### src/rtl/rx_admit_consts.vh
// constants for the receive admission block: register map, fields, resets
`ifndef RX_ADMIT_CONSTS_VH
`define RX_ADMIT_CONSTS_VH
// register offsets (byte addresses, one word each)
`define RA_MAC_CONTROL 8'h00
`define RA_FLOW 8'h04
`define RA_AUTO_FLOW 8'h08
`define RA_ADDR_HI 8'h0c
`define RA_ADDR_LO 8'h10
`define RA_HASH_HI 8'h14
`define RA_HASH_LO 8'h18
`define RA_VLAN_TAG1 8'h1c
`define RA_VLAN_TAG2 8'h20
`define RA_STATUS 8'h24
// mac_control_reg fields
`define MC_MCPASS 0
`define MC_PROMISC 1
`define MC_INVERSE 2
`define MC_HASHONLY 3
`define MC_HASHPERF 4
`define MC_HALFDUP 5
// flow register field
`define FL_ENABLE 0
// auto_flow_config fields
`define AF_LO_LSB 0
`define AF_HI_LSB 8
`define AF_DUR_LSB 16
`define AF_ANY 24
`define AF_ADDR 25
`define AF_MULT 26
`define AF_BRD 27
// reset values
`define AF_RESET 32'h0000_0000
`define TAG1_RESET 16'h8100
`define TAG2_RESET 16'h0000
// frame lengths
`define LEN_MAX 14'd1518
`define LEN_MAX_VLAN 14'd1522
// duration timer time base: 64 ns per tick at 8 ns clock
`define DUR_TICK_NS 64
`define CLK_NS 8
`define DUR_TICK_CYC (`DUR_TICK_NS / `CLK_NS)
// last count of the tick divider: DUR_TICK_CYC - 1 at the divider width
`define DUR_TICK_LAST 4'h7
// fill threshold markers used for software-controlled flow control
`define MARK_ALL_ONES 8'hff
`define MARK_ALL_ZERO 8'h00
`endif

### src/rtl/rx_admit.v
// receive admission: backpressure, vlan recognition, address filtering
//
// Our own choices: the register offsets and the plain strobed port.
`timescale 1ns/1ns
`include "rx_admit_consts.vh"

module rx_admit
(
  // clock and reset
  input wire mclk,
  input wire resetn,
  // register port
  input wire [7:0] reg_addr,
  input wire [31:0] reg_wdata,
  input wire reg_wr,
  input wire reg_rd,
  output reg [31:0] reg_rdata,
  // receive byte stream from the mii side
  input wire rx_frame,
  input wire rx_byte_valid,
  input wire [7:0] rx_byte,
  // receive fifo fill level
  input wire [7:0] rx_fill_level,
  // transmitter state
  input wire tx_busy,
  output wire jam_req,
  // frame verdict
  output reg frame_done,
  output reg frame_accept,
  output reg frame_vlan,
  output reg frame_jammed
);

  // ==========================================================
  // registers
  reg [31:0] ctrl_q;
  reg flow_en_q;
  reg [31:0] afc_q;
  reg [15:0] addr_hi_q;
  reg [31:0] addr_lo_q;
  reg [31:0] hash_hi_q;
  reg [31:0] hash_lo_q;
  reg [15:0] tag1_q;
  reg [15:0] tag2_q;

  wire [47:0] station_addr = {addr_hi_q, addr_lo_q};
  wire [7:0] low_mark = afc_q[`AF_LO_LSB +: 8];
  wire [7:0] high_mark = afc_q[`AF_HI_LSB +: 8];
  wire [7:0] dur_val = afc_q[`AF_DUR_LSB +: 8];

  // ==========================================================
  // crc-32 over one byte, lsb first as the frame crc does
  function [31:0] crc_byte;
    input [31:0] c;
    input [7:0] d;
    integer i;
    reg [31:0] r;
    begin
      r = c;
      for (i = 0; i < 8; i = i + 1)
      begin
        if (r[0] ^ d[i])
          r = (r >> 1) ^ 32'hedb8_8320;
        else
          r = r >> 1;
      end
      crc_byte = r;
    end
  endfunction

  // ==========================================================
  // frame parsing
  reg rx_frame_q;
  reg [13:0] byte_cnt_q;
  reg [47:0] dest_q;
  reg [15:0] type_q;
  reg [31:0] crc_q;
  reg [5:0] hash_idx_q;
  wire frame_start = rx_frame && !rx_frame_q;
  wire frame_end = !rx_frame && rx_frame_q;
  // the byte that comes with the frame start is byte 0 of the new frame
  wire [13:0] cnt_now = frame_start ? 14'h0000 : byte_cnt_q;
  wire [31:0] crc_now = frame_start ? 32'hffff_ffff : crc_q;

  always @(posedge mclk or negedge resetn)
  begin
    if (!resetn)
    begin
      rx_frame_q <= 1'b0;
      byte_cnt_q <= 14'h0000;
      dest_q <= 48'h0000_0000_0000;
      type_q <= 16'h0000;
      crc_q <= 32'hffff_ffff;
      hash_idx_q <= 6'h00;
    end
    else
    begin
      rx_frame_q <= rx_frame;
      if (frame_start)
      begin
        byte_cnt_q <= 14'h0000;
        crc_q <= 32'hffff_ffff;
      end
      if (rx_frame && rx_byte_valid)
      begin
        if (cnt_now != 14'h3fff)
          byte_cnt_q <= cnt_now + 14'h0001;
        if (cnt_now < 14'd6)
        begin
          dest_q <= {dest_q[39:0], rx_byte};
          crc_q <= crc_byte(crc_now, rx_byte);
        end
        if (cnt_now == 14'd6)
          // reflected crc upper bits of the complemented result
          hash_idx_q <= {~crc_q[26], ~crc_q[27], ~crc_q[28],
                         ~crc_q[29], ~crc_q[30], ~crc_q[31]};
        if (cnt_now == 14'd12 || cnt_now == 14'd13)
          type_q <= {type_q[7:0], rx_byte};
      end
    end
  end

  // ==========================================================
  // vlan, length and address checks
  wire is_vlan = (type_q == tag1_q) || (type_q == tag2_q);
  wire [13:0] max_len = is_vlan ? `LEN_MAX_VLAN : `LEN_MAX;
  wire len_ok = byte_cnt_q <= max_len;
  // first transmitted bit is bit 0 of the first byte
  wire is_mcast = dest_q[40];
  wire is_bcast = &dest_q;
  wire perfect_hit = dest_q == station_addr;
  wire hash_hit = hash_idx_q[5] ? hash_hi_q[hash_idx_q[4:0]]
                                : hash_lo_q[hash_idx_q[4:0]];

  wire m_pass = ctrl_q[`MC_MCPASS];
  wire m_promiscuous_sel = ctrl_q[`MC_PROMISC];
  wire m_inv = ctrl_q[`MC_INVERSE];
  wire m_ho = ctrl_q[`MC_HASHONLY];
  wire m_hp = ctrl_q[`MC_HASHPERF];

  reg addr_ok;
  always @*
  begin
    if (m_promiscuous_sel && !m_inv)
      addr_ok = 1'b1;
    else if (m_inv)
      addr_ok = !perfect_hit;
    else if (m_pass && is_mcast)
      addr_ok = 1'b1;
    else if (m_ho && m_hp)
      addr_ok = hash_hit;
    else if (m_hp && is_mcast)
      addr_ok = hash_hit;
    else
      addr_ok = perfect_hit;
  end

  // ==========================================================
  // backpressure controller
  localparam BP_IDLE = 2'd0;
  localparam BP_ACTIVE = 2'd1;
  localparam BP_PASS_ONE = 2'd2;

  reg [1:0] bp_state_q;
  reg [7:0] dur_cnt_q;
  reg [3:0] tick_cnt_q;
  reg tx_wait_q;
  reg jam_q;
  reg pass_seen_q;

  // all-ones low and all-zero high mean the high mark is always crossed
  wire force_high = (low_mark == `MARK_ALL_ONES) &&
                    (high_mark == `MARK_ALL_ZERO);
  wire above_high = force_high || (rx_fill_level >= high_mark);
  wire below_low = !force_high && (rx_fill_level < low_mark);
  wire bp_on = flow_en_q && ctrl_q[`MC_HALFDUP];
  wire tick = tick_cnt_q == `DUR_TICK_LAST;
  wire dur_done = tick && (dur_cnt_q == dur_val);

  // class select needs the destination, so jam starts after byte 6
  wire class_hit = afc_q[`AF_ANY] ||
                   (afc_q[`AF_ADDR] && perfect_hit) ||
                   (afc_q[`AF_MULT] && is_mcast && !is_bcast) ||
                   (afc_q[`AF_BRD] && is_bcast);
  // a stale count from the last frame must not count at a frame start
  wire da_ready = rx_frame && !frame_start && byte_cnt_q >= 14'd6;

  assign jam_req = jam_q;

  always @(posedge mclk or negedge resetn)
  begin
    if (!resetn)
    begin
      bp_state_q <= BP_IDLE;
      dur_cnt_q <= 8'h00;
      tick_cnt_q <= 4'h0;
      tx_wait_q <= 1'b0;
      jam_q <= 1'b0;
      pass_seen_q <= 1'b0;
    end
    else if (!bp_on)
    begin
      bp_state_q <= BP_IDLE;
      dur_cnt_q <= 8'h00;
      tick_cnt_q <= 4'h0;
      jam_q <= 1'b0;
      tx_wait_q <= 1'b0;
      pass_seen_q <= 1'b0;
    end
    else
    begin
      if (bp_state_q == BP_ACTIVE)
      begin
        tick_cnt_q <= tick ? 4'h0 : tick_cnt_q + 4'h1;
        if (tick)
          dur_cnt_q <= dur_cnt_q + 8'h01;
      end
      // a frame seen while a transmit is running is not jammed
      if (frame_start)
        tx_wait_q <= tx_busy;
      // jam holds to frame end so other stations defer
      if (frame_end)
        jam_q <= 1'b0;
      else if (bp_state_q == BP_ACTIVE && da_ready && !tx_wait_q &&
               !tx_busy && class_hit && byte_cnt_q == 14'd6 &&
               rx_byte_valid)
        jam_q <= 1'b1;
      case (bp_state_q)
        BP_IDLE:
        begin
          if (above_high)
          begin
            bp_state_q <= BP_ACTIVE;
            dur_cnt_q <= 8'h00;
            tick_cnt_q <= 4'h0;
          end
        end
        BP_ACTIVE:
        begin
          if (below_low)
          begin
            bp_state_q <= BP_IDLE;
            dur_cnt_q <= 8'h00;
            tick_cnt_q <= 4'h0;
          end
          else if (dur_done)
          begin
            bp_state_q <= BP_PASS_ONE;
            // a frame starting right now is the one let through
            pass_seen_q <= frame_start;
          end
        end
        BP_PASS_ONE:
        begin
          if (frame_start)
            pass_seen_q <= 1'b1;
          if (frame_end && pass_seen_q)
          begin
            dur_cnt_q <= 8'h00;
            tick_cnt_q <= 4'h0;
            if (below_low)
              bp_state_q <= BP_IDLE;
            else
              bp_state_q <= BP_ACTIVE;
          end
        end
        default:
          bp_state_q <= BP_IDLE;
      endcase
    end
  end

  // ==========================================================
  // verdict, held from frame end until the next
  reg jammed_q;
  always @(posedge mclk or negedge resetn)
  begin
    if (!resetn)
      jammed_q <= 1'b0;
    else if (frame_start)
      jammed_q <= 1'b0;
    else if (jam_q)
      jammed_q <= 1'b1;
  end

  always @(posedge mclk or negedge resetn)
  begin
    if (!resetn)
    begin
      frame_done <= 1'b0;
      frame_accept <= 1'b0;
      frame_vlan <= 1'b0;
      frame_jammed <= 1'b0;
    end
    else
    begin
      frame_done <= frame_end;
      if (frame_end)
      begin
        // filtered or oversized frames are not received
        frame_accept <= addr_ok && len_ok && !jammed_q;
        frame_vlan <= is_vlan && byte_cnt_q >= 14'd14;
        frame_jammed <= jammed_q;
      end
    end
  end

  // ==========================================================
  // register port
  always @(posedge mclk or negedge resetn)
  begin
    if (!resetn)
    begin
      ctrl_q <= 32'h0000_0000;
      flow_en_q <= 1'b0;
      afc_q <= `AF_RESET;
      addr_hi_q <= 16'hffff;
      addr_lo_q <= 32'hffff_ffff;
      hash_hi_q <= 32'h0000_0000;
      hash_lo_q <= 32'h0000_0000;
      tag1_q <= `TAG1_RESET;
      tag2_q <= `TAG2_RESET;
    end
    else if (reg_wr)
    begin
      case (reg_addr)
        `RA_MAC_CONTROL: ctrl_q <= {26'h0, reg_wdata[5:0]};
        `RA_FLOW: flow_en_q <= reg_wdata[`FL_ENABLE];
        `RA_AUTO_FLOW: afc_q <= {4'h0, reg_wdata[27:0]};
        `RA_ADDR_HI: addr_hi_q <= reg_wdata[15:0];
        `RA_ADDR_LO: addr_lo_q <= reg_wdata;
        `RA_HASH_HI: hash_hi_q <= reg_wdata;
        `RA_HASH_LO: hash_lo_q <= reg_wdata;
        `RA_VLAN_TAG1: tag1_q <= reg_wdata[15:0];
        `RA_VLAN_TAG2: tag2_q <= reg_wdata[15:0];
        default: ;
      endcase
    end
  end

  always @(posedge mclk or negedge resetn)
  begin
    if (!resetn)
      reg_rdata <= 32'h0000_0000;
    else if (reg_rd)
    begin
      case (reg_addr)
        `RA_MAC_CONTROL: reg_rdata <= ctrl_q;
        `RA_FLOW: reg_rdata <= {31'h0, flow_en_q};
        `RA_AUTO_FLOW: reg_rdata <= afc_q;
        `RA_ADDR_HI: reg_rdata <= {16'h0, addr_hi_q};
        `RA_ADDR_LO: reg_rdata <= addr_lo_q;
        `RA_HASH_HI: reg_rdata <= hash_hi_q;
        `RA_HASH_LO: reg_rdata <= hash_lo_q;
        `RA_VLAN_TAG1: reg_rdata <= {16'h0, tag1_q};
        `RA_VLAN_TAG2: reg_rdata <= {16'h0, tag2_q};
        `RA_STATUS: reg_rdata <= {24'h0, dur_cnt_q[3:0], 1'b0, jam_q,
                                  bp_state_q};
        default: reg_rdata <= 32'h0000_0000;
      endcase
    end
    else
      reg_rdata <= 32'h0000_0000;
  end

endmodule

### config.mk
export PLATFORM = sky130hd
export DESIGN_NAME = rx_admit
export DESIGN_NICKNAME = d
export VERILOG_FILES = /design/src/rtl/rx_admit.v
export VERILOG_INCLUDE_DIRS = /design/src /design/src/rtl
export SDC_FILE = /design/constraint.sdc
export NUM_CORES = 1
export LEC_CHECK = 0
export BUFFER_PORTS_ARGS = -buffer_cell sky130_fd_sc_hd__buf_2
export CELL_PAD_IN_SITES_DETAIL_PLACEMENT = 0
export CELL_PAD_IN_SITES_GLOBAL_PLACEMENT = 2
export CORE_MARGIN = 2
export CORE_UTILIZATION = 40
export CTS_CLUSTER_SIZE = 16
export DETAILED_ROUTE_END_ITERATION = 16
export PLACE_DENSITY_LB_ADDON = 0.2
export SLEW_MARGIN = 20
export SYNTH_ARGS = -nofsm -noshare
export SYNTH_HDL_FRONTEND = slang
export SYNTH_SLANG_ARGS = --single-unit
### constraint.sdc
create_clock -name mclk -period 3.7 [get_ports mclk]
set_input_delay 0.185 -clock mclk [delete_from_list [all_inputs] [get_ports mclk]]
set_output_delay 0.185 -clock mclk [all_outputs]
set_load 0.1 [all_outputs]
==> impl_metrics.ini, run 1 <==
[placement]
gp_congestion = 0.8636
portBuffers = 99
dp_hpwl_um = 38320
pre_cts_ws_ns = 0.7541

[clock_tree]
clkLatencyLatePin_ns = 0.57
cts_buffer_depth = 3
cts.sinks = 350
cts_buffers = 40
htreeDepth = 2
postCtsHoldBufs = 38
clkTransAtPathRegs_ns = 0.07
postCtsSetupRepairBufs = 0
cts_repair_resize_count = 0
tritoncts = built
clock_tree.root_cell = clkbuf_16

[synth]
yosysSeqAreaShare_pct = 50.78
synth_cells = 1509
synth.largest_area_cell = dfrtp_1
synthTopCellsByArea = dfrtp_1 (38%), mux2_2 (13%), dfstp_2 (12%), nand2_1 (4.4%), xor2_1 (3.7%)
synthFlopType = dfrtp_1
synth_edf_count = 0
syn_nets = 1596
syn_avg_cell_area_um2 = 11.56
synth_warnings = 0
synth_top_area_share_pct = 38.43
post_synth_num_cell_types = 71
ys_async_sr_fraction_pct = 100.0
synth_seq_cells = 350
syn_area_um2 = 17450

[floorplanning]
fp.dieW_um = 212.9
die-area_um2 = 45310
io_pins = 100
row_count = 76
die_h_um = 212.9
initial_core_util_pct = 40.51
core_area_um2 = 43080

[global_route]
grt_pass1_vias = 12653
grtUsageTotal_pct = 24.67
overflow = 0
grt_pass1_wl_um = 82600
grt_max_degree = 98
antenna_found_initial = 0

[critical_path]
crit_path_start_kind = register
cp_data_arrival_time_ns = 3.44
required_ns = 4.19
cp-end-kind = register
critPathKind = register to register
path_max_fanout = 3

[run_status]
status = finished clean

[job]
maxCapViolCount = 0

[sta]
min_period_ns = 2.949
final-max-slew-violation-count = 0
max_slew_margin_pct = 30.11
tightest_slew_ns = 1.046
fin_skew_ns = 0.02401
setup_ws_ns = 0.7508
hold_viol = 0
setup_viol = 0
period_share_pct = 79.71
max_freq_mhz = 339.1
setup-tns-final_ns = 0
rsz0062_at_grt = false

[pwr]
cellLeakagePower_uw = 0.009214
pwr_density_cell_nw_per_um2 = 550.7
irDropWorstVdd_uv = 344.6

[drt]
dr.pass1.iters = 5
totalWireLength_um = 54640
routedWlPerCell_um = 24.16
drc_errors = 0
vias = 12612
first_iter_violations = 1015
antenna_left = 0
vias_per_cell = 5.576

[final_layout]
diodes = 0
area_delta_synth_final_pct = 17.37
drive_gt1_share_pct = 31.25
num-nets-final = 1732
final_cell_mix = dfrtp_1 (268), nand2_1 (203), mux2_2 (195)
final_common_cell = dfrtp_1

[min_path]
hold_class = input port to register
## layer usage
layer | GRT usage (%) | vias up | part of all wire (%)
li1 | - | 5729 | -
met1 | 35.13 | 6454 | 46
met2 | 39.28 | 346 | 47
met3 | 2.912 | 83 | 4.8
met4 | 7.982 | 0 | 2.7
met5 | 0 | - | 0
## Yosys cell counts, types with 22 or more instances
cell and count:
nor3_1 22, nor4_1 27, nand4_1 37, clkbuf_1 54, a22oi_1 57, a21oi_1 50, dfrtp_1 268, xnor2_1 66
nand2_1 203, xor2_1 74, ha_1 24, nor2_1 75, mux2_2 195, dfstp_2 82, o21ai_0 36
## critical path, stage by stage, from the launching register on
cell,delay (ns)
dfstp_2,0.55
xnor2_1,0.08
nand4_1,0.12
nor4_1,0.06
nor2_1,0.49
inv_1,0.15
ha_1,0.33
a21o_1,0.18
a21o_1,0.17
a21oi_1,0.14
a311oi_1,0.08
o21ai_0,0.18
nand4_1,0.17
a21oi_1,0.16
## report_power, final
part	leakage, uW	switching, uW	internal (uW)
registers	0.00452	436	4310
logic	0.00403	1240	1130
clock network	0.000662	1700	2470
total	0.00921	3370	7900
## through the flow
stage | total power (uW) | hold WS, ns | cell area, um2 | std cells | util, %
4_1_cts | 11400 | 0.005030 | 20480 | 2262 | 47.54
3_3_place_gp | 7144 | 0.2979 | 18730 | 2150 | 43.48
6_report | 11280 | 0.02149 | 20480 | 2262 | 47.54
3_5_place_dp | 7169 | 0.2904 | 18730 | 2150 | 43.48
2_1_floorplan | 6422 | -0.1106 | 17450 | 1509 | -
5_1_grt | 11800 | 0.03574 | 20480 | 2262 | 47.54
## layout make-up
cell class | count | area (um2)
sequential | 350 | 8861
clock inverter | 19 | 222.7
timing repair buffer | 168 | 1206
clock buffer | 55 | 1149
tap | 585 | 732.0
fill | 3980 | 22600
inverter | 21 | 78.83
multi-input combinational | 1064 | 8230
## cells by family (layout without fill, tap and decap cells)
kind of cell / after synthesis / in the layout / synth area share [%]
and+or+nand+nor: 438 / 438 / 12.00
DFF: 350 / 350 / 50.78
AOI/OAI and AO/OA: 229 / 229 / 9.013
muxes: 217 / 217 / 15.14
xor gates and xnor gates: 156 / 156 / 9.114
buffers and inverters: 95 / 263 / 2.230
adders and majority gates: 24 / 24 / 1.721
## final timing paths
check / from / slack, ns / cells past startpoint / endpoint
min in group asynchronous: resetn / 0.28 / 2 / tick_cnt_q[2]
worst min-delay path: reg_wdata[15] / 0.02 / 2 / addr_lo_q[15]
worst max-delay path: tag1_q[8] / 0.75 / 13 / frame_accept
worst max register to register: tag1_q[8] / 0.75 / 13 / frame_accept
max in group asynchronous: resetn / 2.39 / 3 / addr_lo_q[31]
worst min register to register: jammed_q / 0.51 / 2 / frame_jammed
## sequential cells by signal, indices dropped and copies added, names as in the netlist, 2 cells and up
register,count
afc_q,28
hash_hi_q,32
byte_cnt_q,14
tag1_q,16
tag2_q,16
reg_rdata,32
crc_q,32
bp_state_q,2
type_q,16
tick_cnt_q,4
ctrl_q,6
addr_hi_q,16
addr_lo_q,32
dur_cnt_q,8
hash_idx_q,6
dest_q,48
hash_lo_q,32
Power figures use the tool's default switching activity.
==> inputs of run 2 (changes only) <==
- ABC_AREA: unset -> 1
- CORE_UTILIZATION: 40 -> 37
- clock period: 3.7 -> 3 ns (I/O delays scaled with it)
==> impl_metrics.ini, run 2 <==
[run_status]
status = finished clean

[clock_tree]
clkTransAtPathRegs_ns = 0.06
tritoncts = built
clock_tree.root_cell = clkbuf_16
cts_repair_resize_count = 0
cts_buffer_depth = 3
clkLatencyLatePin_ns = 0.58
cts_buffers = 42
htreeDepth = 2
postCtsSetupRepairBufs = 0
cts.sinks = 350

[global_route]
overflow = 0
grt-busiest-layer = met2
grt_max_degree = 78
antenna_found_initial = 0
grtUsageTotal_pct = 25.23
grt.met2_usage_pct = 40.36
globalRouteMet3Util_pct = 4.406
grt_pass1_wl_um = 96430
grt_use_met1_pct = 34.57
grt_pass1_vias = 15233

[sta]
fin_skew_ns = 0.02541
final-max-slew-violation-count = 0
min_period_ns = 2.542
hold_viol = 0
period_share_pct = 84.72
setup_viol = 0
rsz0062_at_grt = false
setup-tns-final_ns = 0
max_freq_mhz = 393.5
tightest_slew_ns = 0.7278
max_slew_margin_pct = 51.48

[pwr]
totalPowerFinal_uw = 13920
pwr_density_cell_nw_per_um2 = 645.3
irDropWorstVdd_uv = 594.9
seq_power_share_pct = 41.3
p_clk_share_pct = 38.2
p_switching_uw = 4346
switching_share_pct = 31.23
combinationalPowerShare_pct = 20.5
p_int_uw = 9572
cellLeakagePower_uw = 0.009980

[synth]
synth_commonest_cells = nand2_1 (789), o21ai_0 (278), dfrtp_1 (268)
synth.largest_area_cell = dfrtp_1
synth_edf_count = 0
synth_seq_cells = 350
yosysMostFrequentCell = nand2_1
synth_cells = 2355
ys_async_sr_fraction_pct = 100.0
syn_nets = 2442
post_synth_num_cell_types = 46
syn_area_um2 = 18380
synth_top_area_share_pct = 36.49
syn_avg_cell_area_um2 = 7.804
synthFlopType = dfrtp_1
yosysSeqAreaShare_pct = 48.21
synthTopCellsByArea = dfrtp_1 (36%), nand2_1 (16%), dfstp_2 (12%), o21ai_0 (7.6%), inv_1 (4.6%)
synth_warnings = 0

[floorplanning]
row_count = 81
io_pins = 100
fp.dieW_um = 226.9
die_h_um = 226.9
die-area_um2 = 51470
initial_core_util_pct = 37.55
core_area_um2 = 48950

[drt]
totalWireLength_um = 64010
routedWlPerCell_um = 20.11
vias = 16088
first_iter_violations = 1387
dr.pass1.iters = 5
vias_per_cell = 5.054
drc_errors = 0
antenna_left = 0

[final_layout]
fill_cells = 4974
largest_reg_flops = 48
fin_area_um2 = 21570
num-nets-final = 2572
finish.utilization_pct = 44.06
final_common_cell = nand2_1
diodes = 0
final_cell_mix = nand2_1 (785), o21ai_0 (278), dfrtp_1 (268)
area_delta_synth_final_pct = 17.35
drive_gt1_share_pct = 13.70
regMostFlops = dest_q

[critical_path]
required_ns = 3.50
critPathKind = register to register
cp-end-kind = register
crit_path_start_kind = register
cp_data_arrival_time_ns = 3.04
path_max_fanout = 10

[placement]
portBuffers = 99
place_area_um2 = 19840
dp_hpwl_um = 47410
gp_congestion = 0.9230

[min_path]
hold_class = input port to register

[job]
maxCapViolCount = 0
==> run 2: cell types whose count changed after synthesis, sizes merged, moves of 63 or more <==
cell,before,now
nand2,203,797
o21ai,36,302
inv,21,227
mux2,195,5
nand3,14,129
nor2,81,144
==> run 2: cells by family after synthesis <==
kind of cell | after synthesis | share of synthesized area, %
and+or+nand+nor | 1131 | 25.05
AOI/OAI and AO/OA | 394 | 11.63
DFF | 350 | 48.21
buffers and inverters | 318 | 6.658
xor gates and xnor gates | 132 | 6.454
adders and majority gates | 24 | 1.634
muxes | 6 | 0.3608
==> run 2: repair_timing <==
| action | CTS | global route |
|---|---|---|
| setup endpoints to repair | 0 | 0 |
| hold buffers | 28 | 0 |
| hold endpoints to repair | 134 | 0 |
==> run 2: metal layers <==
metal  vias up  part of all wire (%)
met5         -                     0
met4         0                   3.0
met3       109                   5.9
met2       459                    46
met1      7700                    45
li1       7820                     -
==> run 2: worst paths after layout <==
| kind | from | depth (start not counted) | slack, ns | endpoint |
|---|---|---|---|---|
| worst max-delay path | rx_frame_q | 15 | 0.46 | byte_cnt_q[10] |
| worst min-delay path | reg_wr | 3 | 0.06 | flow_en_q |
| worst max register to register | rx_frame_q | 15 | 0.46 | byte_cnt_q[10] |
| worst min register to register | afc_q[12] | 2 | 0.49 | afc_q[12] |
| max in group asynchronous | resetn | 3 | 1.83 | addr_lo_q[23] |
| min in group asynchronous | resetn | 2 | 0.16 | reg_rdata[9] |
==> run 2: worst max-delay path: stages (launching register included) <==
cell     delay (ns)
dfrtp_1        0.41
inv_1          0.10
nand2_4        0.17
nand2_1        0.14
inv_1          0.19
ha_1           0.25
nand3_1        0.09
nor2_1         0.17
nand2_1        0.14
nor2_1         0.19
nand3_1        0.14
nor2_1         0.19
nor2_2         0.09
nand2_1        0.07
nand2_1        0.06
nand2_1        0.08
==> run 2: power by group through the flow <==
stage                     registers (uW)  logic (uW)  clock network, uW
after global placement              5830        2800                  0
final                               5750        2850               5320
after detailed placement            5830        2830                  0
after global routing                5810        3230               5630
after floorplan                     5680        2010                  0
after CTS                           5760        2870               5430
==> run 2: final cells by class <==
cell class	count	area, um2	area share [%]
clock buffer	69	1333	6.178
timing repair buffer	177	1261	5.848
tap	664	830.8	3.852
multi-input combinational	1687	8312	38.54
inverter	227	852.1	3.951
sequential	350	8861	41.08
clock inverter	9	118.9	0.5511
==> run 2: per-stage QoR <==
| stage | hold slack (ns) | setup WS, ns | std cells |
|---|---|---|---|
| after global routing | 0.07381 | 0.1551 | 3183 |
| after floorplan | -0.1456 | 0.5903 | 2355 |
| after detailed placement | 0.2052 | 0.4698 | 3077 |
| after global placement | 0.2015 | 0.5058 | 3077 |
| after CTS | 0.02791 | 0.4423 | 3183 |
| final | 0.06489 | 0.4585 | 3183 |
==> inputs of run 3 (changes only) <==
- clock period: 3 -> 2.6 ns (I/O delays scaled with it)
==> impl_metrics.ini, run 3 (synthesis gave the netlist of run 2 again) <==
[drt]
drc_errors = 0
dr.pass1.iters = 5
routedWlPerCell_um = 20.38
first_iter_violations = 1337
vias = 16110
antenna_left = 0
vias_per_cell = 5.042
totalWireLength_um = 65130

[critical_path]
critPathKind = register to register
crit_path_max_incr_delay_ns = 0.38
cp-end-kind = register
required_ns = 3.11
worstPathCellList = inv_1 > ha_1 > a21oi_1 > o21a_1 > nand3_1 > nor2_1 > nand2_1 > nand3_1 > buf_4 > nand4_1 > inv_1
path_max_fanout = 12
critPathSlowestCell = dfrtp_1
cp_data_arrival_time_ns = 2.83
crit_buf_inv = 3
path_delay_family = simple AND/OR/NAND/NOR gates
crit_path_start_kind = register

[pwr]
p_clk_share_pct = 38.0
seq_power_share_pct = 41.3
combinationalPowerShare_pct = 20.7
irDropWorstVdd_uv = 520.9
p_int_uw = 11040
p_switching_uw = 5005
cellLeakagePower_uw = 0.01004
pwr_density_cell_nw_per_um2 = 741.5
switching_share_pct = 31.19

[floorplanning]
initial_core_util_pct = 37.55
die_h_um = 226.9
io_pins = 100
row_count = 81
fp.dieW_um = 226.9
die-area_um2 = 51470
core_area_um2 = 48950

[clock_tree]
tritoncts = built
postCtsSetupRepairBufs = 0
clock_tree.root_cell = clkbuf_16
cts.sinks = 350
clkTransAtPathRegs_ns = 0.05
cts_buffers = 43
clkLatencyLatePin_ns = 0.58
cts_buffer_depth = 3
htreeDepth = 2

[placement]
gp_congestion = 0.9420
portBuffers = 99
dp_hpwl_um = 47770

[run_status]
status = finished clean

[sta]
max_slew_margin_pct = 55.89
setup_viol = 0
final-max-slew-violation-count = 0
hold_ws_ns = 0.02088
period_share_pct = 89.11
tightest_slew_ns = 0.6616
rsz0062_at_grt = false
hold_viol = 0
max_freq_mhz = 431.6
min_period_ns = 2.317
setup-tns-final_ns = 0
fin_skew_ns = 0.01739

[global_route]
grt_max_degree = 70
overflow = 0
grt_pass1_wl_um = 98490
grtUsageTotal_pct = 25.91
antenna_found_initial = 3
grt_pass1_vias = 15752

[job]
maxCapViolCount = 0

[final_layout]
multi_input_area_um2 = 8324
final_cell_mix = nand2_1 (783), o21ai_0 (278), dfrtp_1 (268)
regArea_um2 = 8861
area_delta_synth_final_pct = 17.76
finish.utilization_pct = 44.21
regMostFlops = dest_q
largest_reg_flops = 48
drive_gt1_share_pct = 14.31
final_common_cell = nand2_1
fill_cells = 5035
num-nets-final = 2584

[min_path]
hold_class = input port to register
==> run 3: worst min-delay path: stages <==
cell and delay [ns]:
buf_2 0.08, nand2_1 0.07, buf_4 0.18, nand2_1 0.07
nand2_1 0.05
==> run 3: power groups by stage <==
stage	combinational, uW	clock, uW	sequential (uW)
finish	3320	6100	6630
floorplan	2320	0	6560
global placement	3280	0	6710
CTS	3350	6260	6630
detailed placement	3300	0	6720
global route	3790	6460	6700
==> run 3: repair_timing <==
action | in CTS | in global routing
gates resized for setup | 0 | 7
hold endpoints to repair | 164 | 0
hold buffers | 27 | 0
endpoints found under the setup margin | 0 | 10
==> run 3: worst paths after layout <==
kind                       slack [ns]           from             to  cells past startpoint
setup / recovery                 0.28      afc_q[15]   dur_cnt_q[3]                     11
hold / removal                   0.02  rx_byte_valid      crc_q[19]                      5
setup reg to reg                 0.28      afc_q[15]   dur_cnt_q[3]                     11
hold reg to reg                  0.48    pass_seen_q    pass_seen_q                      2
max in group asynchronous        1.57         resetn      crc_q[24]                      3
min in group asynchronous        0.12         resetn  reg_rdata[10]                      2
==> run 3: area by class of cell <==
cell class,count,share of cell area (%)
well taps,664,3.839
inverters,227,3.937
multi-input cells,1687,38.46
repair buffers,188,6.215
clock buffers,66,6.076
clock inverters,12,0.5203
diodes,1,0.01156
flip-flops and latches,350,40.94
==> run 3: stage by stage <==
step	instances	instance area (um2)	setup WS, ns	total power [uW]
6_report	3195	21640	0.2831	16050
5_1_grt	3194	21640	0.03409	16960
4_1_cts	3194	21620	0.1225	16240
3_5_place_dp	3089	19930	0.1316	10030
3_3_place_gp	3089	19930	0.2002	9987
2_1_floorplan	2355	18380	0.1903	8878
==> run 3: metal layers <==
metal / vias to the layer above / wire (um) / GRT usage [%]
met3: 106 / 4476 / 5.948
met2: 457 / 30240 / 41.76
met1: 7709 / 28510 / 34.74
met4: 0 / 1906 / 7.470
li1: 7838 / - / -
met5: - / 0 / 0
